File: src/inc/cac_pkg.sv
package cac_pkg;
  localparam int CNT_W = 16;
  localparam int BYTE_W = 8;
  localparam int NUM_MOD = 5;
  localparam logic [3:0] DIV12_LAST = 4'hb;
  localparam logic [3:0] DIV4_LAST = 4'h3;
  localparam logic [15:0] CNT_MAX = 16'hffff;
  localparam logic [15:0] CNT_ZERO = 16'h0000;
  localparam logic [7:0] BYTE_MAX = 8'hff;

  // timebase select codes
  typedef enum logic [1:0] {
    CAC_TB_DIV12 = 2'b00,
    CAC_TB_DIV4 = 2'b01,
    CAC_TB_TMR0 = 2'b10,
    CAC_TB_EXT = 2'b11
  } cac_timebase_t;

  // per-module mode bits
  typedef struct packed {
    logic compare_enable;
    logic rising_capture_enable;
    logic falling_capture_enable;
    logic match_enable;
    logic toggle_enable;
    logic pulse_width_enable;
    logic module_irq_enable;
  } cac_mode_t;

  // array configuration bits
  typedef struct packed {
    logic idle_suspend_bit;
    cac_timebase_t timebase;
    logic overflow_irq_enable;
    logic counter_run_bit;
  } cac_cfg_t;
endpackage

File: src/core/cac_module.sv
`timescale 1ns/1ps
// one capture/compare module
module cac_module (
  input wire logic clk_sys_i,
  input wire logic rst_n_i,
  input wire logic run_i,
  input wire logic tick_i,
  input wire logic [15:0] count_i,
  input wire cac_pkg::cac_mode_t mode_i,
  input wire logic line_sync_i,
  input wire logic wr_low_i,
  input wire logic wr_high_i,
  input wire logic [7:0] wr_data_i,
  input wire logic flag_clr_i,
  output logic [15:0] value_o,
  output logic line_o,
  output logic flag_o,
  output logic irq_o
);
  logic [7:0] val_lo_q;
  logic [7:0] val_hi_q;
  logic line_prev_q;
  logic out_q;
  logic flag_q;
  logic rise;
  logic fall;
  logic capture;
  logic match16;
  logic pwm_mode;
  logic low_wrap;
  logic match_hit;

  assign rise = line_sync_i & ~line_prev_q;
  assign fall = ~line_sync_i & line_prev_q;
  // capture on selected edges, both when both set
  assign capture = run_i & ((mode_i.rising_capture_enable & rise) |
                   (mode_i.falling_capture_enable & fall));
  assign pwm_mode = mode_i.compare_enable & mode_i.pulse_width_enable;
  assign match16 = tick_i & mode_i.compare_enable &
                   ({val_hi_q, val_lo_q} == count_i);
  assign match_hit = match16 & mode_i.match_enable & ~pwm_mode;
  assign low_wrap = tick_i & (count_i[7:0] == cac_pkg::BYTE_MAX);

  // edge detector history
  always_ff @(posedge clk_sys_i) begin
    if (!rst_n_i) begin
      line_prev_q <= 1'b0;
    end else if (run_i) begin
      line_prev_q <= line_sync_i;
    end
  end

  // value register: capture, pwm reload, software writes
  always_ff @(posedge clk_sys_i) begin
    if (!rst_n_i) begin
      val_lo_q <= 8'h00;
      val_hi_q <= 8'h00;
    end else begin
      if (capture) begin
        val_lo_q <= count_i[7:0];
        val_hi_q <= count_i[15:8];
      end else if (pwm_mode && low_wrap) begin
        val_lo_q <= val_hi_q;
      end else if (wr_low_i) begin
        val_lo_q <= wr_data_i;
      end
      if (wr_high_i && !capture) begin
        val_hi_q <= wr_data_i;
      end
    end
  end

  // output line: toggle or pwm waveform
  always_ff @(posedge clk_sys_i) begin
    if (!rst_n_i) begin
      out_q <= 1'b0;
    end else if (pwm_mode && tick_i) begin
      if (count_i[7:0] == cac_pkg::BYTE_MAX) begin
        out_q <= 1'b0;
      end else if (count_i[7:0] + 8'h01 == val_lo_q) begin
        out_q <= 1'b1;
      end
    end else if (match16 && mode_i.match_enable &&
                 mode_i.toggle_enable) begin
      out_q <= ~out_q;
    end
  end

  // sticky event flag, set wins over clear
  always_ff @(posedge clk_sys_i) begin
    if (!rst_n_i) begin
      flag_q <= 1'b0;
    end else if (capture || match_hit) begin
      flag_q <= 1'b1;
    end else if (flag_clr_i) begin
      flag_q <= 1'b0;
    end
  end

  assign value_o = {val_hi_q, val_lo_q};
  assign line_o = out_q;
  assign flag_o = flag_q;
  assign irq_o = flag_q & mode_i.module_irq_enable;

  chk_flag_on_capture: assert property (@(posedge clk_sys_i)
    disable iff (!rst_n_i) capture |=> flag_q)
    else $error("flag not set after capture");
  chk_capture_value: assert property (@(posedge clk_sys_i)
    disable iff (!rst_n_i) capture && !wr_high_i
    |=> value_o == $past(count_i))
    else $error("captured value wrong");
  chk_pwm_reload: assert property (@(posedge clk_sys_i)
    disable iff (!rst_n_i) pwm_mode && low_wrap && !capture
    |=> val_lo_q == $past(val_hi_q))
    else $error("pwm reload missing");
  chk_toggle_match: assert property (@(posedge clk_sys_i)
    disable iff (!rst_n_i) match16 && mode_i.match_enable &&
    mode_i.toggle_enable && !pwm_mode |=> out_q != $past(out_q))
    else $error("toggle missing");
endmodule

File: src/core/cac_array.sv
`timescale 1ns/1ps
// Operation
// - one 16-bit counter shared by five capture/compare modules, each own line
// - timebase select: clk/12, clk/4, timer0 overflow, external falling edge
// - each module independently capture, timer, toggle output or pwm
// - capture copies the counter into the module value register
// - rising, falling or both edges select the capture trigger
// - capture sets the module flag; hardware never clears it
// - compare and match enables: equality sets the module flag
// - toggle, match, compare enables: each match inverts the line
// - pwm line set on low byte match, cleared on low byte overflow
// - pwm low byte wrap reloads value low byte from high byte
// - compare enable plus pwm enable selects pwm mode
// - reading counter low byte snapshots the high byte for later reads
// - counter byte reads never disturb counting
// - counter wrap sets overflow flag, request when overflow irq enabled
// - overflow flag stays set until software clears it
// - per-module irq enable gates the module flag request
// - requests need global and array interrupt enables set
// - idle suspend clear: operation continues while core idles
// - idle suspend set: operation halts while core idles
// - run bit enables counting when set, halts when clear
module cac_array #(
  parameter int NUM_MOD = cac_pkg::NUM_MOD
) (
  input wire logic clk_sys_i,
  input wire logic rst_n_i,
  input wire logic clk_en_i,
  input wire cac_pkg::cac_cfg_t cfg_i,
  input wire cac_pkg::cac_mode_t [NUM_MOD-1:0] mode_i,
  input wire logic core_idle_i,
  input wire logic tmr0_ovf_i,
  input wire logic external_count_input_i,
  input wire logic [NUM_MOD-1:0] module_io_line_i,
  input wire logic global_irq_enable_i,
  input wire logic array_irq_enable_i,
  input wire logic rd_low_i,
  input wire logic [NUM_MOD-1:0] wr_val_low_i,
  input wire logic [NUM_MOD-1:0] wr_val_high_i,
  input wire logic [7:0] wr_data_i,
  input wire logic ovf_flag_clr_i,
  input wire logic [NUM_MOD-1:0] flag_clr_i,
  output logic [7:0] counter_low_byte_o,
  output logic [7:0] counter_high_byte_o,
  output logic [NUM_MOD-1:0][15:0] module_value_o,
  output logic [NUM_MOD-1:0] module_io_line_o,
  output logic [NUM_MOD-1:0] module_event_flag_o,
  output logic counter_overflow_flag_o,
  output logic irq_o
);
  logic [15:0] count_q;
  logic [7:0] snap_q;
  logic [3:0] presc_q;
  logic [1:0] ext_sync_q;
  logic ext_prev_q;
  logic ext_gap_q;
  logic [NUM_MOD-1:0] line_s1_q;
  logic [NUM_MOD-1:0] line_s2_q;
  logic ovf_q;
  logic run;
  logic count_run;
  logic tick;
  logic presc_last;
  logic ext_fall;
  logic [NUM_MOD-1:0] mod_irq;
  logic [3:0] presc_end;

  // counting and capture frozen by clock enable and by idle suspend
  assign run = clk_en_i & ~(cfg_i.idle_suspend_bit & core_idle_i);
  assign count_run = run & cfg_i.counter_run_bit;

  // pin synchronisers
  always_ff @(posedge clk_sys_i) begin
    if (!rst_n_i) begin
      ext_sync_q <= 2'b00;
      line_s1_q <= '0;
      line_s2_q <= '0;
    end else if (clk_en_i) begin
      ext_sync_q <= {ext_sync_q[0], external_count_input_i};
      line_s1_q <= module_io_line_i;
      line_s2_q <= line_s1_q;
    end
  end

  // prescaler for clk/12 and clk/4
  assign presc_end = (cfg_i.timebase == cac_pkg::CAC_TB_DIV12) ?
                     cac_pkg::DIV12_LAST : cac_pkg::DIV4_LAST;
  assign presc_last = (presc_q >= presc_end);
  always_ff @(posedge clk_sys_i) begin
    if (!rst_n_i) begin
      presc_q <= 4'h0;
    end else if (count_run) begin
      presc_q <= presc_last ? 4'h0 : presc_q + 4'h1;
    end
  end

  // external falling edges, at most one per four clocks
  // pin level is resampled at every prescaler boundary
  assign ext_fall = ext_prev_q & ~ext_sync_q[1] & presc_last;
  always_ff @(posedge clk_sys_i) begin
    if (!rst_n_i) begin
      ext_prev_q <= 1'b0;
      ext_gap_q <= 1'b0;
    end else if (count_run) begin
      if (presc_last || !ext_gap_q) begin
        ext_prev_q <= ext_sync_q[1];
      end
      ext_gap_q <= 1'b1;
    end
  end

  // timebase select
  always_comb begin
    case (cfg_i.timebase)
      cac_pkg::CAC_TB_DIV12: tick = presc_last;
      cac_pkg::CAC_TB_DIV4: tick = presc_last;
      cac_pkg::CAC_TB_TMR0: tick = tmr0_ovf_i;
      default: tick = ext_fall;
    endcase
    tick = tick & count_run;
  end

  // counter, reads never touch it
  always_ff @(posedge clk_sys_i) begin
    if (!rst_n_i) begin
      count_q <= cac_pkg::CNT_ZERO;
    end else if (tick) begin
      count_q <= count_q + 16'h0001;
    end
  end

  // high byte snapshot on low byte read
  always_ff @(posedge clk_sys_i) begin
    if (!rst_n_i) begin
      snap_q <= 8'h00;
    end else if (clk_en_i && rd_low_i) begin
      snap_q <= count_q[15:8];
    end
  end

  // overflow flag, set wins over clear
  always_ff @(posedge clk_sys_i) begin
    if (!rst_n_i) begin
      ovf_q <= 1'b0;
    end else if (tick && count_q == cac_pkg::CNT_MAX) begin
      ovf_q <= 1'b1;
    end else if (clk_en_i && ovf_flag_clr_i) begin
      ovf_q <= 1'b0;
    end
  end

  // the five modules
  genvar g;
  generate
    for (g = 0; g < NUM_MOD; g++) begin : g_mod
      cac_module u_mod (
        .clk_sys_i(clk_sys_i),
        .rst_n_i(rst_n_i),
        .run_i(run),
        .tick_i(tick),
        .count_i(count_q),
        .mode_i(mode_i[g]),
        .line_sync_i(line_s2_q[g]),
        .wr_low_i(clk_en_i & wr_val_low_i[g]),
        .wr_high_i(clk_en_i & wr_val_high_i[g]),
        .wr_data_i(wr_data_i),
        .flag_clr_i(clk_en_i & flag_clr_i[g]),
        .value_o(module_value_o[g]),
        .line_o(module_io_line_o[g]),
        .flag_o(module_event_flag_o[g]),
        .irq_o(mod_irq[g])
      );
    end
  endgenerate

  assign counter_low_byte_o = count_q[7:0];
  assign counter_high_byte_o = snap_q;
  assign counter_overflow_flag_o = ovf_q;
  // interrupt gating
  assign irq_o = global_irq_enable_i & array_irq_enable_i &
                 ((ovf_q & cfg_i.overflow_irq_enable) | (|mod_irq));

  chk_count_step: assert property (@(posedge clk_sys_i)
    disable iff (!rst_n_i) tick |=> count_q == $past(count_q) + 16'h0001)
    else $error("counter step wrong");
  chk_count_halt: assert property (@(posedge clk_sys_i)
    disable iff (!rst_n_i) !cfg_i.counter_run_bit |=> $stable(count_q))
    else $error("counter moved while halted");
  chk_idle_hold: assert property (@(posedge clk_sys_i)
    disable iff (!rst_n_i) cfg_i.idle_suspend_bit && core_idle_i
    |=> $stable(count_q) && $stable(ovf_q))
    else $error("counter moved in idle suspend");
  chk_ovf_set: assert property (@(posedge clk_sys_i)
    disable iff (!rst_n_i) tick && count_q == cac_pkg::CNT_MAX
    |=> ovf_q && count_q == cac_pkg::CNT_ZERO)
    else $error("overflow flag not set");
  chk_ovf_sticky: assert property (@(posedge clk_sys_i)
    disable iff (!rst_n_i) ovf_q && !ovf_flag_clr_i |=> ovf_q)
    else $error("overflow flag dropped");
  chk_snap_hold: assert property (@(posedge clk_sys_i)
    disable iff (!rst_n_i) clk_en_i && rd_low_i
    |=> counter_high_byte_o == $past(count_q[15:8]))
    else $error("snapshot wrong");
  chk_div4_rate: assert property (@(posedge clk_sys_i)
    disable iff (!rst_n_i) tick && cfg_i.timebase == cac_pkg::CAC_TB_DIV4
    |=> !tick [*3])
    else $error("div4 ticks too close");
  chk_irq_gate: assert property (@(posedge clk_sys_i)
    disable iff (!rst_n_i) !global_irq_enable_i |-> !irq_o)
    else $error("irq without global enable");
endmodule

File: config.mk
export PLATFORM = sky130hd
export DESIGN_NAME = cac_array
export DESIGN_NICKNAME = d
export VERILOG_FILES = /design/src/inc/cac_pkg.sv /design/src/core/cac_module.sv /design/src/core/cac_array.sv
export SDC_FILE = /design/constraint.sdc
export NUM_CORES = 1
export LEC_CHECK = 0
export BUFFER_PORTS_ARGS = -buffer_cell sky130_fd_sc_hd__buf_4
export CAP_MARGIN = 20
export CORE_ASPECT_RATIO = 0.7
export CORE_MARGIN = 5
export CORE_UTILIZATION = 55
export DETAILED_ROUTE_END_ITERATION = 12
export PLACE_DENSITY = 0.8
export SLEW_MARGIN = 20
export SYNTH_ARGS = -nofsm -noshare
export SYNTH_HDL_FRONTEND = slang
export SYNTH_HIERARCHICAL = 1
export SYNTH_SLANG_ARGS = --single-unit
File: constraint.sdc
create_clock -name clk_sys_i -period 3.1 [get_ports clk_sys_i]
set_input_delay 0.465 -clock clk_sys_i [delete_from_list [all_inputs] [get_ports clk_sys_i]]
set_output_delay 0.465 -clock clk_sys_i [all_outputs]
set_load 0.02 [all_outputs]
* Yosys cells after proc, flatten, opt, wreduce, memory -nomap -nowiden
Cells that the tools add are included.
** Word-level totals
- Bits in read-only memories :: 0
- Memories kept :: 0
- Output and inout port bits :: 108
- Latch bits :: 0
- RAM bits :: 0
- Bits in registers :: 138
** Operators by class
- $add $sub $neg :: 3
- Bitwise logic cells :: 108
- Eq/ne operators :: 19
- Shift-type cells :: 0
- Mux-type cells :: 60
- Divide/modulo/power cells :: 0
- Order comparisons :: 1
- Reduce and logical (&&, ||, !) cells :: 70
- Multipliers :: 0
** Operators by type and width (number)
- 8-bit two-way mux :: 25
- 1-bit AND :: 80
- 16-bit == test :: 5
- 8-bit == test :: 5
- 1-bit two-way mux :: 32
- 2-bit nonzero test :: 16
- 1-bit logical AND :: 28
- 1-bit inverter :: 22
- 16-bit by 1-bit adder with 16-bit output, second input constant :: 1
- 16-bit == test, second input constant :: 1
- 3-bit nonzero test :: 5
- 3-bit != test, second input constant :: 4
- 2-bit AND reduction :: 6
- 8-bit by 1-bit adder with 8-bit output, second input constant :: 1
- 8-bit == test, second input constant :: 1
- 4-bit two-way mux :: 2
- 1-bit zero test :: 6
- 1-bit logical OR :: 6
- 1-bit bitwise OR :: 6
- 5-bit OR reduction :: 1
- 4-bit by 1-bit adder with 4-bit output, second input constant :: 1
- 4-bit greater-or-equal comparator :: 1
- 3-bit by 2-bit != test with 1-bit output, second input constant :: 1
- 2-bit by 1-bit == test with 1-bit output, second input constant :: 1
- 4 further kinds :: 4

* Depth between registers and ports, before layout
Gate-level depths: netlist (run 1).
- Word-level depth :: 12
- Gate-level depth with buffers :: 12
- Mapped depth without buffers :: 10

* Modules after synthesis
Netlist (run 1), hierarchy kept.
** By module, submodules not included
- cac_module :: area each 1348.8 µm², seq. area each 380.4 µm², cells an instance 164, times used 5
- cac_array :: area each 2473.6 µm², seq. area each 860.8 µm², cells an instance 266, times used 1

* Worst setup path after synthesis (run 1)
OpenSTA, ideal clock, no wires.
- Kind :: in2reg
- From :: in cfg_i[3] (netlist name)
- To :: reg g_mod[0].u_mod.val_lo_q[0]
- Data arrival time :: 2.763 ns
- Buffers on the path :: 2
- Data required time :: 2.967 ns
- Path slack :: 0.205 ns
- Library setup time :: 0.133 ns
- Cell stages on the path :: 12
- Cell sequence :: or2_2 > ha_1 > o21a_2 > o2bb2ai_2 > buf_6 > a21oi_4 > nand3_1 > nor3_2 > buf_2 > nor2_1 > a21oi_1 > a21oi_1
** On the way
- Cells in the longest elaborated chain, start to end :: 10
- Elaborated cells on any way between the ends :: 14
- Classes of those cells :: order compare: 1; eq/ne: 2; mux: 4; bitwise: 3; reduce/logical: 4
** Ends and longest elaborated chain
- start, declared :: line cac_array.sv:29 : input wire cac_pkg::cac_cfg_t cfg_i,
- 2-bit zero test :: line cac_array.sv:86, cac_array.sv:114
- 4-bit two-way mux :: line cac_array.sv:86 : assign presc_end = (cfg_i.timebase == cac_pkg::CAC_TB_DIV12) ?
- 4-bit greater-or-equal comparator :: line cac_array.sv:88 : assign presc_last = (presc_q >= presc_end);
- 1-bit AND :: line cac_array.sv:99 : assign ext_fall = ext_prev_q & ~ext_sync_q[1] & presc_last;
- 1-bit one-hot mux with 2 select lines (*) :: line cac_array.sv:114 : case (cfg_i.timebase)
- 1-bit AND (*) :: line cac_array.sv:120 : tick = tick & count_run;
- named net tick :: line cac_array.sv:62 : logic tick;
- 1-bit AND (*) :: line cac_module.sv:42 : assign low_wrap = tick_i & (count_i[7:0] == cac_pkg::BYTE_MAX);
- 1-bit logical AND (*) :: line cac_module.sv:62 : end else if (pwm_mode && low_wrap) begin
- 8-bit two-way mux :: line cac_module.sv:62
- 8-bit two-way mux :: line cac_module.sv:59 : if (capture) begin
- end signal, assigned :: line cac_module.sv:60 : val_lo_q <= count_i[7:0];
- end signal, assigned :: line cac_module.sv:63 : val_lo_q <= val_hi_q;
- end signal, assigned :: line cac_module.sv:65 : val_lo_q <= wr_data_i;
- end, declared :: line cac_module.sv:20 : logic [7:0] val_lo_q;
The timed path passes the listed nets; every way through them passes the cells marked *.
A chain may end at the register's enable or synchronous reset.

* Final worst setup path (run 1)
- From :: in cfg_i[3] (netlist name)
- To :: reg g_mod[4].u_mod.val_lo_q[2]
** On the way
- Cells in the longest elaborated chain, start to end :: 10
- Elaborated cells on any way between the ends :: 14
- Classes of those cells :: order compare: 1; eq/ne: 2; mux: 4; bitwise: 3; reduce/logical: 4
** Ends and longest elaborated chain (line)
- 2-bit zero test :: cac_array.sv:86, cac_array.sv:114
- 4-bit two-way mux :: cac_array.sv:86
- 4-bit greater-or-equal comparator :: cac_array.sv:88
- 1-bit AND :: cac_array.sv:99
- 1-bit one-hot mux with 2 select lines (*) :: cac_array.sv:114
- 1-bit AND (*) :: cac_array.sv:120
- named net tick :: cac_array.sv:62
- 1-bit AND (*) :: cac_module.sv:42
- 1-bit logical AND (*) :: cac_module.sv:62
- 8-bit two-way mux :: cac_module.sv:62
- 8-bit two-way mux :: cac_module.sv:59
- end signal, assigned :: cac_module.sv:60
- end signal, assigned :: cac_module.sv:63
- end signal, assigned :: cac_module.sv:65
- end, declared :: cac_module.sv:20
Marked as above.

==> results of run 1 <==
-- cells in the mapped netlist (all sizes together) (6+ instances only) --
library cell	n
a2111oi	12
a211oi	46
a21boi	14
a21oi	89
and2	27
and4	6
buf	24
clkbuf	42
dfxtp	138
ha	8
inv	24
mux2i	108
nand2	65
nand2b	22
nand3	58
nand3b	9
nand4	27
nor2	106
nor2b	13
nor3	6
o21ai	62
o21bai	6
xnor2	75
xor2	25
-- sequential cells by signal, indices dropped and copies added, names as in the netlist --
signal                   count
ext_prev_q                   1
ext_gap_q                    1
count_q                     16
counter_overflow_flag_o      1
line_s1_q                    5
g_mod.u_mod/flag_o           5
ext_sync_q                   2
g_mod.u_mod/val_lo_q        40
g_mod.u_mod/val_hi_q        40
presc_q                      4
line_s2_q                    5
g_mod.u_mod/line_o           5
counter_high_byte_o          8
g_mod.u_mod/line_prev_q      5
-- worst paths after layout --
kind                            start                          to  slack, ns  depth (start not counted)
setup / recovery             cfg_i[3]  g_mod[4].u_mod/val_lo_q[2]       0.50                         13
hold / removal    module_io_line_i[2]                line_s1_q[2]       0.30                          3
setup reg to reg           presc_q[0]  g_mod[4].u_mod/val_lo_q[2]       0.62                         11
hold reg to reg             ext_gap_q                   ext_gap_q       0.47                          2
-- kinds of logic after synthesis --
logic type      count (synthesis)
compound gates                269
xor+xnor                      100
fa+ha+maj                       8
buf+inv                        90
flops                         138
mux                           108
simple gates                  373
-- worst max-delay path, delay by kind of cell --
kind | cells | cell delay (ns)
AND/OR/NAND/NOR | 4 | 0.82
AO/OA/AOI/OAI | 5 | 0.62
adder cells (fa/ha/maj) | 1 | 0.28
buffers and inverters | 3 | 0.66
-- routing by layer --
layer	GRT usage, %	vias to the layer above	routed length (um)
met1	43.83	4324	12940
met2	44.34	603	13250
li1	-	4281	-
met4	11.53	0	881
met5	0	-	0
met3	6.541	71	3651
-- through the flow --
stage               area (um2)  power (uW)  std cells
global route             11470        5135       1498
global placement         10830        2742       1466
CTS                      11470        4975       1498
floorplan                 9218        2438       1086
finish                   11470        4987       1498
detailed placement       10830        2758       1466
-- power breakdown --
group	switching [uW]	internal, uW
Combinational	433	358
Clock	886	1360
Sequential	98.3	1850
Total	1420	3570
-- cell type report --
| cell class | instances | area, um2 | share of cell area, % |
|---|---|---|---|
| repair buffers | 221 | 1672 | 14.57 |
| clock buffers | 17 | 425.4 | 3.708 |
| inverters | 24 | 90.09 | 0.7852 |
| flip-flops and latches | 138 | 2764 | 24.09 |
| clock inverters | 15 | 214.0 | 1.865 |
| multi-input cells | 858 | 6027 | 52.53 |
| well taps | 225 | 281.5 | 2.454 |
==> Implementation_results.wiki, run 1 <==
{| class="wikitable"
! Metric !! Value
|-
| Share of post-route cells with drive strength above 1 || between 20% and 30%
|-
| Area delta synth->final || 24.47%
|-
| Drt total wl || between 30000 and 40000 um
|-
| Number of setup buffers added after CTS || 0
|-
| Post-synthesis register bit count || 138
|-
| Leakage component of the power || 0.004542 uW
|-
| Worst clock skew on the final layout || 0.01718 ns
|-
| Maximum frequency from static timing analysis || 384.9 MHz
|-
| Die Wd || 164.7 um
|-
| Number of flops mapped to enable cells by yosys || 0
|-
| Final hold violation count || 0
|-
| Complex-gate fraction of the synthesized area || ~21%
|-
| Type of element launching the critical path || input port
|-
| Clock tree from TritonCTS || built
|-
| Post-route antenna net violation count || 0
|-
| Worst IR Drop VDD || 0.2820 mV
|-
| Worst-skew pair later-pin latency || 0.43 ns
|-
| Critical setup path kind || in -> reg
|-
| Cell area after technology mapping || 9218 um2
|-
| Most frequent cells in the layout || 220 x buf_4, 137 x dfxtp_1, 108 x mux2i_1, 106 x nor2_1, 88 x a21oi_1
|-
| Number of rows created at floorplan || 39
|-
| Syn Area/Cell || roughly 8.5 um2
|-
| Wire length of the first global-routing pass || 47270 um
|-
| Total of hold buffers inserted after clock tree synthesis || 0
|-
| Sinks on the clock net || 138
|-
| Post-route minimum period || 2.598 ns
|-
| Last weighted congestion value of the routability-driven placer || 0.9631
|-
| Share of the synthesized area in the top cell type || between 20% and 30%
|-
| Part of the Yosys area used for sequential elements || ~30%
|-
| Async S/R FF share, synth || 0%
|-
| Setup slack of the critical path after layout || 0.5016 ns
|-
| Via count of the first global-routing pass || 8642
|-
| Slowest stage cell on the critical path || or2_2
|-
| Setup violators final || 0
|-
| Number of antenna repair diodes || 0
|-
| Multiplexer share of the synthesized area || 11.73%
|-
| Detailed-routing iteration count for the pre-antenna-repair pass || 7
|-
| Commonest register cell after synthesis || dfxtp_1
|-
| Slew @ Worst Pin || roughly 1 ns
|-
| Die height || between 100 and 150 um
|-
| Largest family of logic cells by synthesized area || simple AND/OR/NAND/NOR gates
|-
| Top cells by area in the synthesized netlist || dfxtp_1 30%, mux2i_1 12%, xnor2_1 6.7%
|-
| Clock transition at path regs || 0.06 ns
|-
| Maximum buffer depth of the clock tree || 2
|-
| Cell taking the most area after synthesis || dfxtp_1
|-
| Final worst-path cycle share || 83.82%
|-
| DRC violations left || 0
|-
| Combined global-route utilization of all metal layers || 30.38%
|-
| Worst stage delay on the critical path || 0.29 ns
|-
| Top fanout value on the critical path || 17
|-
| Req. time, crit path || 3.36 ns
|-
| Vias after detailed routing || 9279
|-
| Hold/Removal Path Class || in -> reg
|-
| TritonCTS Buffers || 17
|-
| Final Slew Violations || 0
|-
| XOR/XNOR Fraction of Synth Area || 9.909%
|-
| Total die area || 19490 um2
|-
| Grt ovf || 0
|-
| Count of cells resized by post-cts repair || 0
|-
| CTS H-tree lvls || 4
|-
| Number of distinct library cells after synthesis || 59
|-
| Number of max-capacitance violations reported || 0
|-
| CTS root buffer || clkbuf_16
|-
| Cell-by-cell listing of the critical path || buf_4 > or2_2 > ha_1 > o21a_2 > o2bb2ai_2 > a21oi_4 > buf_4 > nand3_1 > nor3_2 > buf_4 > nor2_1 > a21oi_1 > a21oi_1
|-
| Syn Inst Count || 1086
|-
| Pin count of the biggest net entering global routing || 52
|-
| Smallest hold slack || 0.2981 ns
|-
| Most common cell type on the critical path || buf_4
|-
| Post-placement setup slack || roughly 0.13 ns
|-
| CP arrival || 2.86 ns
|-
| Post-detailed-placement half-perimeter wirelength || roughly 21000 um
|-
| Net count reported at finish || 1346
|-
| Most common cell after layout, fill and taps aside || buf_4
|-
| Setup repair after global routing missed its margin || false
|-
| Initial detailed-routing violation count || between 1k and 1.5k
|-
| Port-buffer cells || 185
|-
| Total I/O pin count || 186
|-
| Area fraction in and, or, nand and nor cells after synthesis || 22.15%
|-
| Outcome || complete, no violations
|-
| Worst Setup End Kind || register
|-
| Initial Util || between 50% and 60%
|-
| Detail-routed via count per cell || roughly 6.2
|-
| Power per standard cell area || 434.6 nW/um2
|-
| Floorplan core area || 16400 um2
|-
| Drt wl/cell || 20.51 um
|-
| Share of synthesized cell area in full adder, half adder and majority cells || 1.086%
|-
| Max-Slew Margin vs Limit || 33.01%
|-
| Synth Net Count || 1172
|-
| Core Util, Final || between 60% and 70%
|-
| Antenna violations before repair || 0
|-
| Final total negative setup slack || 0 ns
|-
| Filler cell count in the final layout || between 1k and 1.5k
|-
| Syn. warnings || 6
|}
Note: power is estimated with default switching activity, not from simulation.
==> inputs of run 2 (changes only) <==
Clock period 3.1 ns to 2.4 ns, I/O delays scaled along.
==> run 2 against run 1 <==
Sequential share of layout area fell by 0.76 points. Register-to-register slack got worse by 0.47 ns. Final cell count increased by 1.9%. Hold slack got worse by 0.10 ns. Via count is 0.80% higher. Largest power group unchanged. Clock power up 14%. Worst setup slack lost 0.35 ns. First-iteration DRC count is 9.8% lower. Die area is the same.
==> Implementation_results.wiki, run 2 (same netlist as run 1, synthesis figures left out) <==
{| class="wikitable"
! Metric !! Value
|-
| Detail-routed via count per cell || 6.125 (-1.1%)
|-
| Total of hold buffers inserted after clock tree synthesis || 0 (unchanged)
|-
| Top fanout value on the critical path || 23 (+6)
|-
| Post-route insts no fill || 1527 (+1.9%)
|-
| Total die area || 19490 um2 (unchanged)
|-
| Net count reported at finish || 1375 (+2.2%)
|-
| Share of post-route cells with drive strength above 1 || 25.81% (+2.2 points)
|-
| Cell Area, Placed || 11280 um2 (+4.1%)
|-
| Fin area || 11850 um2 (+3.2%)
|-
| Power per standard cell area || 517.0 nW/um2 (+19%)
|-
| Critical setup path kind || reg -> reg
|-
| Inst Count DP || 1495 (+2.0%)
|-
| Detailed-routing iteration count for the pre-antenna-repair pass || 5 (-2)
|-
| Worst IR Drop VDD || 0.4496 mV (+59%)
|-
| CP arrival || 2.59 ns (-0.27 ns)
|-
| Post-route minimum period || about 2.2 ns
|-
| Area delta synth->final || 28.51%
|-
| DRC violations left || 0 (unchanged)
|-
| Number of antenna repair diodes || 0 (unchanged)
|-
| Type of element launching the critical path || register
|-
| Final hold violation count || 0 (unchanged)
|-
| Grt ovf || 0 (unchanged)
|-
| Worst clock skew on the final layout || 0.01235 ns (-0.004823 ns)
|-
| Floorplan core area || 16400 um2 (unchanged)
|-
| Via count of the first global-routing pass || 9001 (+4.2%)
|-
| Maximum buffer depth of the clock tree || 2 (unchanged)
|-
| TritonCTS Buffers || 17 (unchanged)
|-
| Vias after detailed routing || 9353 (+0.80%)
|-
| CTS H-tree lvls || 4 (unchanged)
|-
| Combined global-route utilization of all metal layers || 31.25% (+0.87 points)
|-
| Pin count of the biggest net entering global routing || 35 (-33%)
|-
| Die height || 118.3 um (unchanged)
|-
| Setup violators final || 0 (unchanged)
|-
| Maximum frequency from static timing analysis || 445.0 MHz
|-
| Registers with the most flip-flops || g_mod.u_mod/val_hi_q x40, g_mod.u_mod/val_lo_q x40, count_q x16
|-
| Initial detailed-routing violation count || 1081 (-9.8%)
|-
| Antenna violations before repair || 0 (unchanged)
|-
| Clock tree from TritonCTS || built
|-
| Filler cell count in the final layout || 1261 (-5.6%)
|-
| Drt wl/cell || 20.28 um (-1.1%)
|-
| Outcome || complete, no violations
|-
| Hold/Removal Path Class || in -> reg
|-
| Setup repair after global routing missed its margin || false
|-
| Leakage component of the power || 0.004758 uW (+4.7%)
|-
| Req. time, crit path || 2.75 ns (-0.61 ns)
|-
| Initial Util || 56.22% (unchanged)
|-
| Core Util, Final || 72.25% (+2.3 points)
|-
| Final Slew Violations || 0 (unchanged)
|-
| Max-Slew Margin vs Limit || 58.31% (+25 points)
|-
| Worst Setup End Kind || register
|-
| CTS root buffer || clkbuf_16
|-
| Number of max-capacitance violations reported || 0 (unchanged)
|-
| Most frequent cells in the layout || 241 x buf_4, 137 x dfxtp_1, 108 x mux2i_1, 106 x nor2_1, 88 x a21oi_1
|-
| Post-route antenna net violation count || 0 (unchanged)
|-
| Slew @ Worst Pin || 0.6253 ns (-0.3771 ns)
|-
| Total I/O pin count || 186 (unchanged)
|-
| Wire length of the first global-routing pass || 48680 um (+3.0%)
|-
| Most common cell after layout, fill and taps aside || buf_4
|-
| Sinks on the clock net || 138 (unchanged)
|-
| Last weighted congestion value of the routability-driven placer || 0.9502 (-1.3%)
|-
| Post-detailed-placement half-perimeter wirelength || 22050 um (+2.8%)
|-
| Count of cells resized by post-cts repair || 0 (unchanged)
|-
| Die Wd || 164.7 um (unchanged)
|-
| Clock transition at path regs || 0.06 ns (about the same)
|-
| Worst-skew pair later-pin latency || 0.42 ns (about the same)
|-
| Port-buffer cells || 185 (unchanged)
|-
| Number of setup buffers added after CTS || 0 (unchanged)
|-
| Number of rows created at floorplan || 39 (unchanged)
|-
| Drt total wl || 30970 um (+0.78%)
|-
| Final worst-path cycle share || 93.63%
|-
| Post-route total power || 6124 uW (+23%)
|}
==> run 2: cell count changes in the layout (fill, tap and decap cells not counted), sizes merged <==
cell and delta:
bufinv -3, clkinv +2, buf +29, inv +1
==> run 2: final timing paths <==
check | start | end | slack, ns | depth (start not counted)
hold reg to reg | ext_gap_q | ext_gap_q | 0.47 | 2
setup / recovery | count_q[2] | g_mod[1].u_mod/line_o | 0.15 | 5
setup reg to reg | count_q[2] | g_mod[1].u_mod/line_o | 0.15 | 5
hold / removal | module_io_line_i[4] | line_s1_q[4] | 0.19 | 3
==> run 2: stage by stage <==
step | setup TNS, ns | worst slack [ns] | hold WS (ns)
detailed placement | -0.1433 | -0.04033 | 0.4611
global placement | 0 | 0.008350 | 0.4530
finish | 0 | 0.1528 | 0.1931
global route | 0 | 0.05583 | 0.1928
CTS | 0 | 0.1852 | 0.1871
floorplan | -5.760 | -0.1802 | 0.4414
==> run 2: critical path: stages, from the launching register on <==
cell and delay (ns):
dfxtp_2 0.73, nand4_1 0.37, or4_1 0.56, o32ai_1 0.14, o21ai_0 0.17, a211oi_2 0.21
==> run 2: routing by layer <==
layer	GRT usage [%]	routed length [um]	share of wire, %
met1	44.71	12850	41
met2	47.26	13420	43
met3	5.776	3681	12
met4	10.81	1017	3.3
met5	0	0	0
==> run 2: final cells by class <==
cell class	instances	area, um2	area share (%)
flip-flops and latches	138	2764	23.33
clock inverters	15	140.1	1.183
well taps	225	281.5	2.377
multi-input cells	858	6155	51.96
clock buffers	17	425.4	3.591
repair buffers	250	1989	16.80
inverters	24	90.09	0.7605
==> run 2: where the power goes <==
group          switching (uW)  total (uW)  internal (uW)
Combinational             573        1050            479
Clock                    1110        2560           1440
Sequential                128        2510           2390
